===== src/egc_pkg.sv =====
// Purpose: Shared constants for the echo group control and interrupt queue block.
// Assumes: 8-bit register port, 50 MHz ref_clk, four canceller groups.
// Notes: Offsets are byte addresses on the plain register port.
`default_nettype none
package egc_pkg;
  localparam int unsigned NUM_GROUPS = 4;
  localparam int unsigned ADDR_W = 11;
  localparam int unsigned QUEUE_DEPTH = 16;
  // Register offsets.
  localparam logic [10:0] GROUP_CTRL_BASE = 11'h400;
  localparam logic [10:0] IRQ_QUEUE_ADDR = 11'h410;
  localparam logic [10:0] IRQ_STATUS_ADDR = 11'h411;
  localparam logic [10:0] IRQ_MASK_ADDR = 11'h412;
  localparam logic [10:0] INIT_STATUS_ADDR = 11'h413;
  // Per-channel register window of one canceller pair.
  localparam logic [10:0] CHAN_REG_SPAN = 11'h040;
  // Control register fields.
  localparam int unsigned CTRL_CODING_BIT = 3;
  localparam int unsigned CTRL_LAW_BIT = 2;
  localparam int unsigned CTRL_POWER_BIT = 0;
  localparam int unsigned CTRL_MASK_A_BIT = 4;
  localparam logic [7:0] CTRL_RESET = 8'h00;
  // Interrupt queue register fields.
  localparam int unsigned QUEUE_PEND_BIT = 7;
  localparam logic [7:0] QUEUE_RESET = 8'h00;
  // Status bits: 0 tone event queued, 1 queue overflow, 2 init done.
  localparam int unsigned EV_TONE = 0;
  localparam int unsigned EV_OVF = 1;
  localparam int unsigned EV_INIT = 2;
  localparam logic [2:0] EV_RESET = 3'h0;
  // Initialization lasts two PCM frames of 125 us each.
  localparam int unsigned FRAME_NS = 125000;
  localparam int unsigned CLK_NS = 20;
  localparam int unsigned INIT_FRAMES = 2;
  localparam int unsigned INIT_CYCLES = (INIT_FRAMES * FRAME_NS + CLK_NS - 1) / CLK_NS;
endpackage : egc_pkg
`default_nettype wire


===== src/egc_group.sv =====
// Purpose: One canceller group: coding mode decode, power state and init sequencer.
// Assumes: Control byte comes from the register bank on the same clock.
// Notes: The init sequencer walks 64 register slots, then waits until two frames have passed since the walk began.
`default_nettype none
module egc_group #(
  parameter int unsigned INIT_CYCLES = egc_pkg::INIT_CYCLES
) (
  input wire logic ref_clk,
  input wire logic rst_n,
  input wire logic clk_en,
  input wire logic [7:0] ctrl,
  output logic init_busy,
  output logic init_done,
  output logic clear_we,
  output logic [5:0] clear_addr,
  output logic powered,
  output logic [1:0] coding
);
  typedef enum logic [2:0] {
    EGC_IDLE = 3'b001,
    EGC_WIPE = 3'b010,
    EGC_WAIT = 3'b100
  } egc_gst_t;
  typedef struct packed {
    egc_gst_t st;
    logic pwr_prev;
    logic [17:0] cnt;
    logic done;
  } egc_gstate_t;
  egc_gstate_t s_q, s_d;
  logic pwr;
  assign pwr = ctrl[egc_pkg::CTRL_POWER_BIT];
  // Sequencer: a rising power bit starts preset and coefficient wipe.
  always_comb begin
    s_d = s_q;
    s_d.pwr_prev = pwr;
    s_d.done = 1'b0;
    unique case (s_q.st)
      EGC_IDLE: begin
        if (pwr && !s_q.pwr_prev) begin
          s_d.st = EGC_WIPE;
          s_d.cnt = 18'h00000;
        end
      end
      EGC_WIPE: begin
        s_d.cnt = s_q.cnt + 18'h00001;
        if (s_q.cnt[5:0] == 6'h3F) begin
          s_d.st = EGC_WAIT;
        end
      end
      EGC_WAIT: begin
        s_d.cnt = s_q.cnt + 18'h00001;
        if (s_q.cnt >= 18'(INIT_CYCLES - 1)) begin
          s_d.st = EGC_IDLE;
          s_d.done = 1'b1;
        end
      end
      default: s_d.st = EGC_IDLE;
    endcase
    if (!pwr) begin
      s_d.st = EGC_IDLE; // Dropping power aborts the routine.
    end
  end
  always_ff @(posedge ref_clk or negedge rst_n) begin
    if (!rst_n) begin
      s_q <= '{st: EGC_IDLE, pwr_prev: 1'b0, cnt: 18'h00000, done: 1'b0};
    end else if (clk_en) begin
      s_q <= s_d;
    end
  end
  assign init_busy = (s_q.st != EGC_IDLE);
  assign init_done = s_q.done;
  assign clear_we = (s_q.st == EGC_WIPE);
  assign clear_addr = s_q.cnt[5:0];
  // The cycle in which the power bit rises is not yet running: init starts on the next edge.
  assign powered = pwr && s_q.pwr_prev && (s_q.st == EGC_IDLE);
  // Coding: 00 sign-magnitude, 10 mu-law, 11 A-law.
  assign coding = {ctrl[egc_pkg::CTRL_CODING_BIT],
                   ctrl[egc_pkg::CTRL_CODING_BIT] & ctrl[egc_pkg::CTRL_LAW_BIT]};
endmodule : egc_group
`default_nettype wire


===== src/egc_top.sv =====
// Purpose: Group control registers, init sequencers and tone interrupt queue.
// Assumes: Register port is synchronous to ref_clk; tone events come from on-chip logic.
// Notes: Queue entries are popped by reads of the queue register.
`default_nettype none
module egc_top (
  input wire logic ref_clk,
  input wire logic rst_n,
  input wire logic clk_en,
  input wire logic [10:0] reg_addr,
  input wire logic [7:0] reg_wdata,
  input wire logic reg_wr,
  input wire logic reg_rd,
  input wire logic tone_evt,
  input wire logic [4:0] tone_chan,
  input wire logic [31:0] rin_pcm,
  output var logic [7:0] reg_rdata,
  output var logic irq,
  output var logic [3:0] group_powered,
  output var logic [7:0] group_coding,
  output var logic [3:0] init_busy,
  output var logic [3:0] clear_we,
  output var logic [23:0] clear_addr,
  output var logic [31:0] rout_bypass,
  output var logic [3:0] bypass_en
);
  localparam int unsigned NG = egc_pkg::NUM_GROUPS;
  localparam int unsigned QD = egc_pkg::QUEUE_DEPTH;

  typedef struct packed {
    logic [NG-1:0][7:0] ctrl;
    logic [QD-1:0][4:0] q;
    logic [3:0] wp;
    logic [3:0] rp;
    logic [4:0] cnt;
    logic [2:0] stat;
    logic [2:0] mask;
    logic [7:0] rdata;
    logic irq;
    logic [NG-1:0] pwr;
    logic [NG-1:0][1:0] coding;
    logic [NG-1:0] busy;
    logic [NG-1:0] cwe;
    logic [NG-1:0][5:0] caddr;
    logic [31:0] rout;
    logic [NG-1:0] byp;
  } egc_state_t;

  egc_state_t s_q, s_d;
  logic [NG-1:0] g_busy, g_done, g_cwe, g_pwr;
  logic [NG-1:0][5:0] g_caddr;
  logic [NG-1:0][1:0] g_coding;

  // Decode used for writes and reads of the group control registers.
  function automatic logic [2:0] grp_sel(input logic [10:0] a);
    logic [10:0] off;
    off = a - egc_pkg::GROUP_CTRL_BASE;
    if (a >= egc_pkg::GROUP_CTRL_BASE && off < 11'(NG)) begin
      grp_sel = {1'b1, off[1:0]};
    end else begin
      grp_sel = 3'h0;
    end
  endfunction : grp_sel

  // One sequencer per group; each keeps its own two-frame init timer.
  genvar gi;
  generate
    for (gi = 0; gi < NG; gi++) begin : g_grp
      egc_group u_grp (
        .ref_clk(ref_clk),
        .rst_n(rst_n),
        .clk_en(clk_en),
        .ctrl(s_q.ctrl[gi]),
        .init_busy(g_busy[gi]),
        .init_done(g_done[gi]),
        .clear_we(g_cwe[gi]),
        .clear_addr(g_caddr[gi]),
        .powered(g_pwr[gi]),
        .coding(g_coding[gi])
      );
    end
  endgenerate

  logic [2:0] wsel, rsel;
  assign wsel = grp_sel(reg_addr);
  assign rsel = grp_sel(reg_addr);

  // Next state: register writes, queue push and pop, status and read data.
  always_comb begin
    logic push, pop, full;
    logic [2:0] ev, clr;
    s_d = s_q;
    full = (s_q.cnt == 5'(QD));
    push = tone_evt && !full;
    pop = reg_rd && (reg_addr == egc_pkg::IRQ_QUEUE_ADDR) && (s_q.cnt != 5'h00);
    ev = 3'h0;
    clr = 3'h0;
    ev[egc_pkg::EV_TONE] = push;
    ev[egc_pkg::EV_OVF] = tone_evt && full;
    ev[egc_pkg::EV_INIT] = |g_done;
    if (reg_wr && wsel[2]) begin
      s_d.ctrl[wsel[1:0]] = reg_wdata;
    end
    if (reg_wr && reg_addr == egc_pkg::IRQ_MASK_ADDR) begin
      s_d.mask = reg_wdata[2:0];
    end
    // Reads of the queue register only pop; writes there are ignored.
    if (push) begin
      s_d.q[s_q.wp] = tone_chan;
      s_d.wp = s_q.wp + 4'h1;
    end
    if (pop) begin
      s_d.rp = s_q.rp + 4'h1;
    end
    s_d.cnt = s_q.cnt + 5'(push) - 5'(pop);
    s_d.rdata = 8'h00;
    if (reg_rd) begin
      if (reg_addr == egc_pkg::IRQ_QUEUE_ADDR) begin
        if (s_q.cnt != 5'h00) begin
          s_d.rdata = {1'b1, 2'b00, s_q.q[s_q.rp]};
        end
      end else if (reg_addr == egc_pkg::IRQ_STATUS_ADDR) begin
        s_d.rdata = {5'h00, s_q.stat};
        clr = s_q.stat;
      end else if (reg_addr == egc_pkg::IRQ_MASK_ADDR) begin
        s_d.rdata = {5'h00, s_q.mask};
      end else if (reg_addr == egc_pkg::INIT_STATUS_ADDR) begin
        s_d.rdata = {4'h0, g_busy};
      end else if (rsel[2]) begin
        s_d.rdata = s_q.ctrl[rsel[1:0]];
      end
    end
    // A new event beats a clear made by the same read.
    s_d.stat = (s_q.stat & ~clr) | ev;
    s_d.irq = |(s_d.stat & s_d.mask);
    s_d.pwr = g_pwr;
    s_d.coding = g_coding;
    s_d.busy = g_busy;
    s_d.cwe = g_cwe;
    s_d.caddr = g_caddr;
    // Powered-down groups pass receive PCM straight through.
    for (int g = 0; g < NG; g++) begin
      s_d.byp[g] = !s_q.ctrl[g][egc_pkg::CTRL_POWER_BIT];
      s_d.rout[g*8 +: 8] = rin_pcm[g*8 +: 8];
    end
  end

  always_ff @(posedge ref_clk or negedge rst_n) begin
    if (!rst_n) begin
      s_q <= '0;
      s_q.byp <= '1;
    end else if (clk_en) begin
      s_q <= s_d;
    end
  end

  assign reg_rdata = s_q.rdata;
  assign irq = s_q.irq;
  assign group_powered = s_q.pwr;
  assign group_coding = s_q.coding;
  assign init_busy = s_q.busy;
  assign clear_we = s_q.cwe;
  assign clear_addr = s_q.caddr;
  assign rout_bypass = s_q.rout;
  assign bypass_en = s_q.byp;

  property p_queue_zero_when_empty;
    @(posedge ref_clk) disable iff (!rst_n)
      (clk_en && reg_rd && reg_addr == egc_pkg::IRQ_QUEUE_ADDR && s_q.cnt == 5'h00)
        |=> (reg_rdata == 8'h00);
  endproperty
  a_queue_zero_when_empty: assert property (p_queue_zero_when_empty)
    else $error("Empty queue read not zero.");

  property p_queue_pending_bit;
    @(posedge ref_clk) disable iff (!rst_n)
      (clk_en && reg_rd && reg_addr == egc_pkg::IRQ_QUEUE_ADDR && s_q.cnt != 5'h00)
        |=> (reg_rdata[7] && reg_rdata[6:5] == 2'b00);
  endproperty
  a_queue_pending_bit: assert property (p_queue_pending_bit)
    else $error("Queue entry lacks pending flag.");

  property p_bypass_when_down;
    @(posedge ref_clk) disable iff (!rst_n)
      (clk_en && !s_q.ctrl[0][egc_pkg::CTRL_POWER_BIT]) |=> bypass_en[0];
  endproperty
  a_bypass_when_down: assert property (p_bypass_when_down)
    else $error("Group 0 down but not bypassed.");

  property p_init_starts;
    @(posedge ref_clk) disable iff (!rst_n)
      (clk_en && $rose(s_q.ctrl[0][egc_pkg::CTRL_POWER_BIT])) ##1 clk_en |=> init_busy[0];
  endproperty
  a_init_starts: assert property (p_init_starts)
    else $error("Init did not start on power rise.");

  property p_coding_alaw;
    @(posedge ref_clk) disable iff (!rst_n)
      (clk_en && s_q.ctrl[1][egc_pkg::CTRL_CODING_BIT] && s_q.ctrl[1][egc_pkg::CTRL_LAW_BIT])
        |=> (group_coding[3:2] == 2'b11 || !clk_en);
  endproperty
  a_coding_alaw: assert property (p_coding_alaw)
    else $error("A-law not selected.");

  // An accepted tone event must leave its sticky status bit set.
  property p_tone_sets_status;
    @(posedge ref_clk) disable iff (!rst_n)
      (clk_en && tone_evt && s_q.cnt != 5'(QD)) |=> s_q.stat[egc_pkg::EV_TONE];
  endproperty
  a_tone_sets_status: assert property (p_tone_sets_status)
    else $error("Tone event did not set status.");

  // A full queue drops the event and reports the loss instead.
  property p_queue_overflow;
    @(posedge ref_clk) disable iff (!rst_n)
      (clk_en && tone_evt && !reg_rd && s_q.cnt == 5'(QD))
        |=> (s_q.stat[egc_pkg::EV_OVF] && s_q.cnt == 5'(QD));
  endproperty
  a_queue_overflow: assert property (p_queue_overflow)
    else $error("Overflow not reported or entry count changed.");

  // Reading a non-empty queue removes exactly one entry.
  property p_queue_pop;
    @(posedge ref_clk) disable iff (!rst_n)
      (clk_en && reg_rd && reg_addr == egc_pkg::IRQ_QUEUE_ADDR && s_q.cnt != 5'h00 && !tone_evt)
        |=> (s_q.cnt == $past(s_q.cnt) - 5'h01);
  endproperty
  a_queue_pop: assert property (p_queue_pop)
    else $error("Queue read did not pop one entry.");

  // The preset walk must begin at the first slot of the window.
  property p_init_first_slot;
    @(posedge ref_clk) disable iff (!rst_n)
      $rose(init_busy[0]) |-> (clear_we[0] && clear_addr[5:0] == 6'h00);
  endproperty
  a_init_first_slot: assert property (p_init_first_slot)
    else $error("Preset walk did not start at slot zero.");

  // A group that is still initializing is never reported as running.
  property p_no_power_while_busy;
    @(posedge ref_clk) disable iff (!rst_n)
      init_busy[0] |-> !group_powered[0];
  endproperty
  a_no_power_while_busy: assert property (p_no_power_while_busy)
    else $error("Group 0 reported running during init.");

  // Read data stand for one cycle only; otherwise the port shows zero.
  property p_rdata_idle_zero;
    @(posedge ref_clk) disable iff (!rst_n)
      (clk_en && !reg_rd) |=> (reg_rdata == 8'h00);
  endproperty
  a_rdata_idle_zero: assert property (p_rdata_idle_zero)
    else $error("Read data not zero outside a read.");
endmodule : egc_top
`default_nettype wire


===== config.mk =====
export PLATFORM = sky130hd
export DESIGN_NAME = egc_top
export DESIGN_NICKNAME = d
export VERILOG_FILES = /design/src/egc_pkg.sv /design/src/egc_group.sv /design/src/egc_top.sv
export SDC_FILE = /design/constraint.sdc
export NUM_CORES = 1
export LEC_CHECK = 0
export BUFFER_PORTS_ARGS = -buffer_cell sky130_fd_sc_hd__buf_4
export CORE_MARGIN = 2
export CORE_UTILIZATION = 40
export CTS_CLUSTER_SIZE = 8
export DETAILED_ROUTE_END_ITERATION = 10
export PLACE_DENSITY_LB_ADDON = 0.2
export SLEW_MARGIN = 20
export SYNTH_ARGS = -nofsm -noshare
export SYNTH_HDL_FRONTEND = slang
export SYNTH_HIERARCHICAL = 1
export SYNTH_SLANG_ARGS = --single-unit

===== constraint.sdc =====
create_clock -name ref_clk -period 2.8 [get_ports ref_clk]
set_input_delay 0.14 -clock ref_clk [delete_from_list [all_inputs] [get_ports ref_clk]]
set_output_delay 0.14 -clock ref_clk [all_outputs]
set_load 0.02 [all_outputs]

-- Word level (Yosys, flattened, before mapping)
Index checks and enable logic that the tools add are counted.
- register bits: 312
- output and inout port bits: 89
- bitwise gates (word level): 8
- reductions and logical operators: 52
- magnitude comparators: 11
- multiplexer cells: 58
- eq/ne operators: 41
- add/subtract/negate cells: 9
- operator list (operator ; number):
    $pmux W18 S2 ; 4
    $bwmux W80 ; 1
    $add A18 B1 Y18 const B ; 4
    $ge A18 B14 Y1 const B ; 4
    $mux W18 ; 4
    $mux W8 ; 9
    $mux W3 ; 21
    $eq A11 B11 Y1 const B ; 4
    $pmux W3 S3 ; 4
    $bwmux W32 ; 1
    $eq A6 B6 Y1 const B ; 4
    $ne A3 B2 Y1 const B ; 8
    $logic_and A1 B1 Y1 ; 21
    $bmux W5 S4 ; 1
    $demux W5 S4 ; 1
    $bmux W8 S2 ; 1
    $demux W8 S2 ; 1
    $reduce_and A4 Y1 ; 4
    $eq A3 B1 Y1 const B ; 4
    $eq A3 B2 Y1 const B ; 4
    $eq A3 B3 Y1 const B ; 4
    $ne A3 B1 Y1 const B ; 4
    $ne A3 B3 Y1 const B ; 4
    $reduce_and A3 Y1 ; 4
    25 further kinds ; 58

-- Depth between registers and ports, before layout
Gate-level depths: netlist of the first run.
- depth after elaboration: 12
- depth in mapped cells: 14

-- Modules after synthesis
Netlist of the first run, hierarchy kept.
- by module, submodules not included (module ; instances ; area an instance (um^2) ; cells each ; sequential area each (um^2)):
    egc_top ; 1 ; 10368.7 ; 752 ; 5510.3
    egc_group ; 4 ; 1408.9 ; 145 ; 576.8

-- Worst setup path after synthesis of the first run
OpenSTA, ideal clock, no wires.
- path kind: input -> register
- start point: input port reg_addr[5]
- end point: register s_q[99] in the netlist's numbering
- arrival: 2.823 ns
- data required time: 2.676 ns
- library setup time: 0.124 ns
- setup slack: -0.148 ns
- stages: 13
- cells stage by stage: nor4b_1 -> nand4_1 -> nor3b_1 -> ha_1 -> inv_1 -> ha_1 -> inv_1 -> fa_1 -> nand2b_1 -> a21oi_1 -> o21a_1 -> o21ai_0 -> xnor2_1
- cells in the longest elaborated chain, start to end: 4
- RTL lines (element ; line ; source):
    from (decl) ; egc_top.sv:9 ; input wire logic [10:0] reg_addr,
    $eq A11 B11 Y1 ; egc_top.sv:94 ; pop = reg_rd && (reg_addr == egc_pkg::IRQ_QUEUE_ADDR) && (s_q.cnt != 5'h00);
    $logic_and A1 B1 Y1 (2 in a row) ; egc_top.sv:94 ;
    $sub A5 B1 Y5 ; egc_top.sv:114 ; s_d.cnt = s_q.cnt + 5'(push) - 5'(pop);
    to (decl) ; egc_top.sv:48 ; egc_state_t s_q, s_d;
Every way passes these cells.
A chain may end at the register's enable or synchronous reset.

-- Worst setup path in the final report of the first run
- start point: register s_q[98] in the netlist's numbering
- end point: register s_q[99] in the netlist's numbering
- cells in the longest elaborated chain, start to end: 5
- RTL lines (element ; line ; source):
    $eq A5 B5 Y1 ; egc_top.sv:92 ; full = (s_q.cnt == 5'(QD));
    $logic_not A1 Y1 ; egc_top.sv:93 ; push = tone_evt && !full;
    $logic_and A1 B1 Y1 ; egc_top.sv:93 ;
    $add A5 B1 Y5 ; egc_top.sv:114 ;
    $sub A5 B1 Y5 (*) ; egc_top.sv:114 ;
Every way passes the cells marked *; elsewhere a longest branch is shown, timed or not.

==> results of run 1 <==
sequential cells by signal, summed over array words and instances, names as in the netlist:
register	flops
s_q	131
g_grp.u_grp/s_q	64
rout_bypass	32
clear_addr	24
g_grp.u_grp/clear_addr	24
group_coding	8
reg_rdata	8
bypass_en	4
clear_we	4
g_grp.u_grp/init_done	4
group_powered	4
init_busy	4
irq	1
area by class of cell:
class,count,area [um^2]
clock inverter,3,18.77
timing repair buffer,256,2133
clock buffer,68,1265
sequential,312,7818
multi-input combinational,803,6865
fill,3622,20740
tap,525,656.9
inverter,39,146.4
cell usage after synthesis (16+ instances only):
master and number:
a21oi_1 63, and2_1 20, buf_4 120, clkbuf_1 29, dfrtp_1 304, inv_1 39, mux2_2 195, mux4_2 28
nand2_1 48, nand3_1 41, nand4_1 47, nor2_1 33, o21ai_0 41, o31ai_1 29, or3_1 16, or4_1 24
xor2_1 17
power by group through the flow:
stage               Sequential (mW)  Combinational (mW)  Clock (mW)
floorplan                      5.42                1.40           0
global placement               5.53                1.85           0
detailed placement             5.55                1.91           0
CTS                            5.50                2.01        5.22
global route                   5.58                2.26        5.41
finish                         5.51                2.07        5.03
logic make-up after synthesis:
kind of cell | Yosys count | synth area share
AO/OA/AOI/OAI | 195 | 0.08264
XOR/XNOR | 32 | 0.02220
adder cells (fa/ha/maj) | 16 | 0.01298
buffers and inverters | 217 | 0.08795
flip-flops | 312 | 0.4885
multiplexers | 232 | 0.1822
AND/OR/NAND/NOR | 328 | 0.1235
metal layers:
layer  vias up  track usage  share of wire
met2       201       0.2917           0.46
met3        56      0.02966          0.042
met4         0      0.05771          0.021
met5         -            0              0
li1       5054            -              -
met1      5460       0.2476           0.47
worst paths after layout:
kind / endpoint / slack [ns] / cells after the start / startpoint
setup reg to reg: s_q[99] / 0.19 / 14 / s_q[98]
hold reg to reg: s_q[201] / 0.49 / 1 / s_q[201]
hold / removal: s_q[94] / 0.12 / 5 / reg_addr[2]
min in group asynchronous: clear_addr[10] / 0.13 / 2 / rst_n
max in group asynchronous: g_grp[3].u_grp/s_q[20] / 1.85 / 3 / rst_n
setup / recovery: s_q[99] / 0.19 / 14 / s_q[98]
tightest hold or removal path: stages:
cell	delay, ns
buf_4	0.09
or4_4	0.13
or4_4	0.15
o21ai_0	0.07
o21ai_0	0.07
repair_timing:
item | in CTS | in global routing
buffers inserted | 0 | 3
hold endpoints to repair | 251 | 0
cloned | 0 | 0
endpoints found under the setup margin | 1 | 1
gates resized for setup | 4 | 9
hold buffers | 50 | 0
pin swaps | 0 | 2
stage by stage:
stage / area [um^2] / hold WS (ns) / instances / setup TNS (ns) / worst slack, ns
6_report: 18900 / 0.1246 / 2006 / 0 / 0.1889
5_1_grt: 18900 / 0.1562 / 2006 / -0.01192 / -0.01192
4_1_cts: 18840 / 0.09909 / 2003 / 0 / 0.005335
2_1_floorplan: 16020 / -0.1556 / 1332 / 0 / 0.03134
3_3_place_gp: 17030 / 0.1252 / 1882 / 0 / 0.03706
3_5_place_dp: 17030 / 0.1250 / 1882 / -0.07384 / -0.07384
==> impl_metrics.ini, run 1 <==
[logic_synthesis]
syn_nets = 1410
synth_top_area_cell = dfrtp_1
synth.distinct_cells = 72
synth_ff_type = dfrtp_1
ys_seq_elements = 312
synth-edff-count = 0
seq_area_frac_synth = 0.4885
async_flop_share = 1.000
syn_area_per_cell_um2 = 12.02
synth_cells = 1332
netlist_area_um2 = 16000
synth_top_area_share = 0.4753
synth.yosys.warnings = 6
synth_area_leaders = dfrtp_1 (48%), mux2_2 (14%), buf_4 (5.6%)

[timing]
hold_viol = 0
final-setup-viol-count = 0
fin_crit_sh = 0.9325
fmax_mhz = 383.0
worst-slew-pin-transition_ns = 0.6980
max-slew-margin-rel = 0.5347
skew_ns = 0.02084
slew_violations = 0
post-route-min-period_ns = 2.611

[worst_setup_path]
crit_slowest_cell = fa_1
start_kind = flip-flop
crit_path_end_kind = flip-flop
cp_cell_sequence = inv_2, ha_4, nor4b_4, nor3b_2, ha_1, inv_1, ha_1, inv_1, fa_1, nand2b_4, a21oi_4, o21a_1, o21ai_1, xnor2_1
cp_max_fo = 3
critical_path_class = flip-flop to flip-flop
path_delay_family = adder cells
worst_ep_arrival_time_ns = 3.05
cp_num_buf_inv = 3
slowest_delay_ns = 0.39
crit_required_ns = 3.24

[pwr]
p_leak_nw = 8.527
intPower_mw = 9.377
p_total_mw = 12.60
seq_power_share = 0.437
p_per_area_nw_per_um2 = 666.8
p_comb_frac = 0.164
ir_drop_mv = 0.4636
swShare = 0.2560
p_switching_mw = 3.227
clock_power_share = 0.399

[global_routing]
antenna_found_initial = 0
grt_pass1_vias = 10981
grt_max_degree = 74
grt_overflow = 0
grt_usage = 0.1801
grt_pass1_wl_um = 59790

[drt]
antenna_left = 0
drt_iter0_markers = 479
drtPass1Iterations = 5
num_vias = 10771
post_drt_wl_per_cell_um = 18.36
viasPerCell = 5.369
routed_wl_um = 36840
remaining_drc_errors = 0

[die]
fp.dieW_um = 204.0
core_um2 = 39640
dieArea_um2 = 41630
start_util = 0.4037
fp-row-count = 73
boundaryPins = 151
fp.dieH_um = 204.0

[place]
gp_congestion = 0.7700
dp_hpwl_um = 24440
port_buffers = 150

[clock_network]
cts.sinks = 312
clockBufferDepth = 3
clk_pin_slew_ns = 0.05
cts_tree = done
cts.htree.levels = 2
clkLatencyLatePin_ns = 0.56
root_buffer = clkbuf_16
numCtsBuffers = 45

[layout]
syn2layout_area_growth_pct = 18.11
layout_common_cells = dfrtp_1 (304), buf_4 (198), mux2_2 (195)
final_common_cell = dfrtp_1
drive_gt1_frac = 0.3680
insertedDiodeCount = 0
final_util = 0.4769
nets = 1535

[run_status]
status = complete, no violations

[hold_path]
hold_class = primary input to flip-flop

[run]
drv_cap = 0
No activity file was read; power rests on OpenSTA's default activity.
==> run 2: changes to the inputs <==
==> constraint.sdc (replaced) <==
create_clock -name ref_clk -period 2.1 [get_ports ref_clk]
set_input_delay 0.105 -clock ref_clk [delete_from_list [all_inputs] [get_ports ref_clk]]
set_output_delay 0.105 -clock ref_clk [all_outputs]
set_load 0.02 [all_outputs]
==> run 2 against run 1 <==
  * The run now ends with setup timing left
  * Global-route usage increased by 0.62 points
  * Critical endpoint unchanged
  * Register-to-register slack got worse by 0.58 ns
  * Final area increased by 2.2%
  * Sequential share of layout area decreased by 0.88 points
  * Worst setup slack got worse by 0.58 ns
  * Worst hold slack got worse by 0.092 ns
  * Clock power increased by 30%
  * Final cell count increased by 1.5%
  * First-iteration DRC count increased by 61%
  * Sequential cell count unchanged
  * Clock skew decreased by 0.0013 ns
  * Wire length increased by 3.8%
==> impl_metrics.ini, run 2 (synthesized netlist as in run 1, its figures left out) <==
[layout]
final_area_um2 = 19310
syn2layout_area_growth_pct = 20.69
insertedDiodeCount = 0
drive_gt1_frac = 0.3955
nets = 1578
final_common_cell = dfrtp_1
largest_register_ffs = 131
layout.cells.non_filler = 2037
layout_common_cells = dfrtp_1 (303), buf_4 (234), mux2_2 (194)
regMostFlops = s_q

[drt]
drt_iter0_markers = 772
drtPass1Iterations = 5
remaining_drc_errors = 0
routed_wl_um = 38260
viasPerCell = 5.394
num_vias = 10988
antenna_left = 0
post_drt_wl_per_cell_um = 18.78

[die]
fp.dieW_um = 204.0
fp.dieH_um = 204.0
fp-row-count = 73
boundaryPins = 151
start_util = 0.4037
core_um2 = 39640
dieArea_um2 = 41630

[worst_setup_path]
crit_required_ns = 2.54
worst_ep_arrival_time_ns = 2.93
crit_slowest_cell = dfrtp_1
slowest_delay_ns = 0.38
crit_path_end_kind = flip-flop
start_kind = flip-flop
critical_path_class = flip-flop to flip-flop
cp_cell_sequence = inv_2, ha_4, nor4bb_4, nand2b_4, ha_4, inv_2, ha_4, inv_2, fa_2, nand2b_4, a21oi_2, o21a_1, o21ai_2, xnor2_1
cp_max_fo = 3

[pwr]
p_per_area_nw_per_um2 = 873.4
p_leak_nw = 8.749
ir_drop_mv = 0.7211
p_total_mw = 16.87

[timing]
max-slew-margin-rel = 0.5683
post-route-min-period_ns = 2.492
rsz0062_at_grt = true
final-setup-viol-count = 4
fin_crit_sh = 1.187
slew_violations = 0
hold_viol = 0
skew_ns = 0.01952
worst_slack_ns = -0.3921
worst-slew-pin-transition_ns = 0.6469
fmax_mhz = 401.3
tns_ns = -0.7407

[global_routing]
grt_pass1_vias = 11103
grt_overflow = 0
antenna_found_initial = 0
grt_pass1_wl_um = 61520
grt_usage = 0.1863
grt_max_degree = 78

[place]
port_buffers = 150
dp_hpwl_um = 26380
dpl_cell_area_um2 = 17420
placed_cells = 1918
gp_congestion = 0.7874

[run_status]
status = finished with violations
violations = setup timing

[clock_network]
cts_tree = done
cts.htree.levels = 2
root_buffer = clkbuf_16
clkLatencyLatePin_ns = 0.56
numCtsBuffers = 45
clockBufferDepth = 3
clk_pin_slew_ns = 0.05
cts.sinks = 312

[run]
drv_cap = 0

[hold_path]
hold_class = primary input to asynchronous set/reset pin
## run 2: cell types whose count changed in the layout (fill, tap and decap cells not counted), sizes merged
cell,delta
clkinv,-2
clkinvlp,+1
clkbuf,-9
buf,+41
## run 2: worst paths after layout
path / cells past startpoint / from / slack (ns) / end
setup / recovery: 14 / s_q[98] / -0.39 / s_q[99]
hold / removal: 2 / rst_n / 0.03 / clear_we[1]
setup reg to reg: 14 / s_q[98] / -0.39 / s_q[99]
hold reg to reg: 1 / g_grp[2].u_grp/init_done / 0.49 / g_grp[2].u_grp/init_done
max in group asynchronous: 3 / rst_n / 1.30 / rout_bypass[24]
min in group ref_clk: 5 / reg_addr[2] / 0.13 / s_q[94]
## run 2: area by class of cell
class                   count  area (um^2)
clock buffers              57         1214
well taps                 525        656.9
flip-flops and latches    312         7819
inverters                  39        146.4
clock inverters             2        16.27
fillers                  3532        20330
multi-input cells         803         6935
repair buffers            299         2527
## run 2: repair_timing
item,in CTS,in global routing
hold buffers,50,0
pin swaps,6,5
buffers inserted,6,3
setup endpoints to repair,7,81
cloned,0,2
hold endpoints to repair,460,0
resized for setup,9,8
## run 2: worst max-delay path, delay by kind of cell, from the launching register on
| kind | cells | cell delay (ns) |
|---|---|---|
| and+or+nand+nor | 3 | 0.54 |
| xor gates and xnor gates | 1 | 0.12 |
| AOI/OAI and AO/OA | 3 | 0.35 |
| adders and majority gates | 4 | 0.80 |
| DFF | 1 | 0.38 |
| buffers and inverters | 3 | 0.19 |
## run 2: power breakdown
part	switching (mW)	internal (mW)
logic	1.26	1.74
clock network	2.55	3.97
registers	0.506	6.84
## run 2: through the flow
step | hold WS, ns | setup WS [ns] | util
floorplan | -0.1906 | -0.4167 | -
detailed placement | 0.03997 | -0.5136 | 0.4394
finish | 0.03222 | -0.3921 | 0.4872
CTS | 0.03920 | -0.3963 | 0.4849
global placement | 0.03564 | -0.4227 | 0.4394
global route | 0.05025 | -0.5142 | 0.4872
## run 2: routing by layer
| metal | up-vias | track usage | wire length [um] |
|---|---|---|---|
| met5 | - | 0 | 0 |
| met4 | 0 | 0.05771 | 791 |
| met3 | 54 | 0.03300 | 1877 |
| met2 | 258 | 0.2964 | 17680 |
| met1 | 5545 | 0.2599 | 17910 |
| li1 | 5131 | - | - |
==> run 3: changes to the inputs <==
--- a/config.mk
+++ b/config.mk
@@ -5,7 +5,9 @@
 export SDC_FILE = /design/constraint.sdc
 export NUM_CORES = 1
 export LEC_CHECK = 0
+export ABC_AREA = 1
 export BUFFER_PORTS_ARGS = -buffer_cell sky130_fd_sc_hd__buf_4
+export CORE_ASPECT_RATIO = 0.7
 export CORE_MARGIN = 2
 export CORE_UTILIZATION = 40
 export CTS_CLUSTER_SIZE = 8
==> run 3 against run 2 <==
  * Synthesized cell count rose by 63%
  * The run still ends with setup timing left
  * Largest power group unchanged
  * Final area grew 6.3%
  * Highest routed layer unchanged
  * First-iteration DRC count rose by 50%
  * Sequential share of layout area is 2.4 points lower
  * Die area increased by 9.5%
  * Critical path type unchanged
  * Synthesized area up 9.7%
==> impl_metrics.ini, run 3 <==
[worst_setup_path]
reg2reg_setup_slack_ns = -0.52
critical_path_class = flip-flop to flip-flop
reg2reg_depth = 17
cp_max_fo = 2
r2r-end = s_q[99]
worst_ep_arrival_time_ns = 3.09
crit_path_end_kind = flip-flop
crit_required_ns = 2.57
crit-reg2reg-launch = s_q[97]
start_kind = flip-flop

[layout]
largest_register_ffs = 131
syn2layout_area_growth_pct = 17.03
regMostFlops = s_q
multi_input_area_um2 = 7791
final_area_um2 = 20540
final_common_cell = nand2_1
nFillCells = 4256
drive_gt1_frac = 0.2076
register_area_um2 = 7818
nets = 2386
layout_common_cells = nand2_1 (743), dfrtp_1 (304), buf_4 (207)

[hold_path]
hold_path_depth = 3
worstHoldEndpoint = s_q[212]
hp-start = reg_wr
hold_class = primary input to flip-flop

[run_status]
status = finished with violations
violations = setup timing

[clock_network]
clkLatencyLatePin_ns = 0.55
cts.sinks = 312
cts.htree.levels = 2
numCtsBuffers = 45
clockBufferDepth = 3
clk_pin_slew_ns = 0.05
cts_tree = done
root_buffer = clkbuf_16

[drt]
wl_met1_um = 22920
drt_iter0_markers = 1158
antenna_left = 0
routed.top_layer = met4
post_drt_wl_per_cell_um = 15.55
drtPass1Iterations = 5
wl_met2_um = 19360
remaining_drc_errors = 0
num_vias = 14410
viasPerCell = 4.925
wl_met3_um = 2348
routed_wl_um = 45500

[global_routing]
grt_overflow = 0
grt_max_degree = 75
grt_usage = 0.2021
antenna_found_initial = 1
grt_pass1_wl_um = 73730
grt_pass1_vias = 13874

[logic_synthesis]
async_flop_share = 1.000
synthTopCellsByCount = nand2_1 (754), dfrtp_1 (304), inv_1 (179)
yosys-mux-area-fraction = 0
synth-edff-count = 0
seq_area_frac_synth = 0.4455
synth_top_family_by_area = simple AND/OR/NAND/NOR gates
synthAdderAreaFrac = 0.01184
syn_nets = 2253
ys_seq_elements = 312
synth.yosys.warnings = 6
yosysMostFrequentCell = nand2_1
syn_area_per_cell_um2 = 8.069
synth_top_area_share = 0.4335
synth_ff_type = dfrtp_1
synth-compound-area-share = 0.08484
synth_area_leaders = dfrtp_1 (43%), nand2_1 (16%), buf_4 (5.0%)
netlist_area_um2 = 17550
synthXorXnorAreaFrac = 0.007985
synth.distinct_cells = 45
synth_top_area_cell = dfrtp_1
synth-simple-area-share = 0.3335
synth_cells = 2175

[timing]
worst-slew-pin-transition_ns = 0.6725
fmax_mhz = 382.1
rsz0062_at_grt = true
hold_viol = 0
skew_ns = 0.02437
max-slew-margin-rel = 0.5475
fin_crit_sh = 1.246
worst_slack_ns = -0.5174
post-route-min-period_ns = 2.617
slew_violations = 0
tns_ns = -0.6853
final-setup-viol-count = 3

[place]
port_buffers = 150
gp_congestion = 0.8932
dp_slack_ns = -0.6250
dp_hpwl_um = 32220
dpl_cell_area_um2 = 18640

[die]
fp.dieH_um = 179.2
start_util = 0.4036
dieArea_um2 = 45590
core_um2 = 43480
fp-row-count = 64
boundaryPins = 151
fp.dieW_um = 254.4

[pwr]
clock_power_share = 0.340
intPower_mw = 13.37
swShare = 0.3249
p_comb_frac = 0.238
seq_power_share = 0.422
p_leak_nw = 10.28
ir_drop_mv = 0.6083
p_switching_mw = 6.434
p_per_area_nw_per_um2 = 964.2

[run]
drv_cap = 0
==> run 3: changes by cell type in the layout (fill, tap and decap cells not counted), sizes merged, moves of 31 or more <==
cell	delta
nor2	+109
o21ai	+121
nand2	+730
nand3	+115
inv	+152
mux2	-195
buf	-32
nor3	+31
==> run 3: area by class of cell <==
| type | instances | area share |
|---|---|---|
| Clock buffer | 68 | 0.06159 |
| Timing Repair Buffer | 260 | 0.1051 |
| Sequential cell | 312 | 0.3806 |
| Inverter | 196 | 0.03619 |
| Multi-Input combinational cell | 1493 | 0.3793 |
| Antenna cell | 1 | 0.0001218 |
| Tap cell | 594 | 0.03619 |
| Clock inverter | 2 | 0.0007920 |
==> run 3: worst max-delay path: stages, from the launching register on <==
cell and delay [ns]:
dfrtp_1 0.39, inv_2 0.08, ha_4 0.13, nand4_1 0.14, inv_2 0.11, nor3_4 0.04
ha_1 0.28, inv_1 0.06, ha_2 0.18, inv_2 0.04, fa_2 0.33, or2_4 0.24
a21oi_2 0.12, nor2_1 0.06, nand2_1 0.05, nand2_1 0.04, nor2_1 0.12, xor2_1 0.14
==> run 3: worst max-delay path by stage <==
stage | startpoint | to | slack (ns) | depth (start not counted)
6_report | s_q[97] | s_q[99] | -0.52 | 17
3_3_place_gp | reg_addr[3] | s_q[99] | -0.60 | 18
4_1_cts | s_q[98] | s_q[99] | -0.50 | 17
2_1_floorplan | s_q[98] | s_q[99] | -0.51 | 17
3_5_place_dp | reg_addr[3] | s_q[99] | -0.62 | 18
5_1_grt | s_q[98] | s_q[99] | -0.64 | 17
==> run 3: per-layer routing <==
metal  vias up  GRT usage
li1       7171          -
met1      6829     0.3038
met2       346     0.3015
met3        64    0.03252
met4         0    0.04975
met5         -          0
==> run 3: through the flow <==
step,hold WS [ns],util,power (mW),instances
after floorplan,-0.1906,-,11.59,2175
after global placement,0.06585,0.4286,12.67,2799
after detailed placement,0.06427,0.4286,12.83,2799
after CTS,0.02802,0.4714,19.96,2927
after global routing,0.06157,0.4723,21.05,2925
final,0.04565,0.4723,19.80,2926
==> run 3: cells by family after synthesis <==
logic type,after synthesis
compound gates,251
xor+xnor,16
fa+ha+maj,16
buf+inv,371
flops,312
simple gates,1209
==> run 3: repair_timing <==
action / 4_1_cts / 5_1_grt
pin swaps: 10 / 7
buffers inserted: 13 / 2
gates cloned: 0 / 1
endpoints found under the hold margin: 393 / 0
hold buffers: 45 / 0
setup endpoints to repair: 4 / 53
resized for setup: 11 / 17
==> run 3: power by group through the flow <==
stage / sequential (mW) / combinational (mW) / clock [mW]
global placement: 8.38 / 4.29 / 0
finish: 8.36 / 4.72 / 6.73
global route: 8.54 / 5.34 / 7.18
CTS: 8.33 / 4.69 / 6.94
floorplan: 8.13 / 3.46 / 0
detailed placement: 8.40 / 4.43 / 0
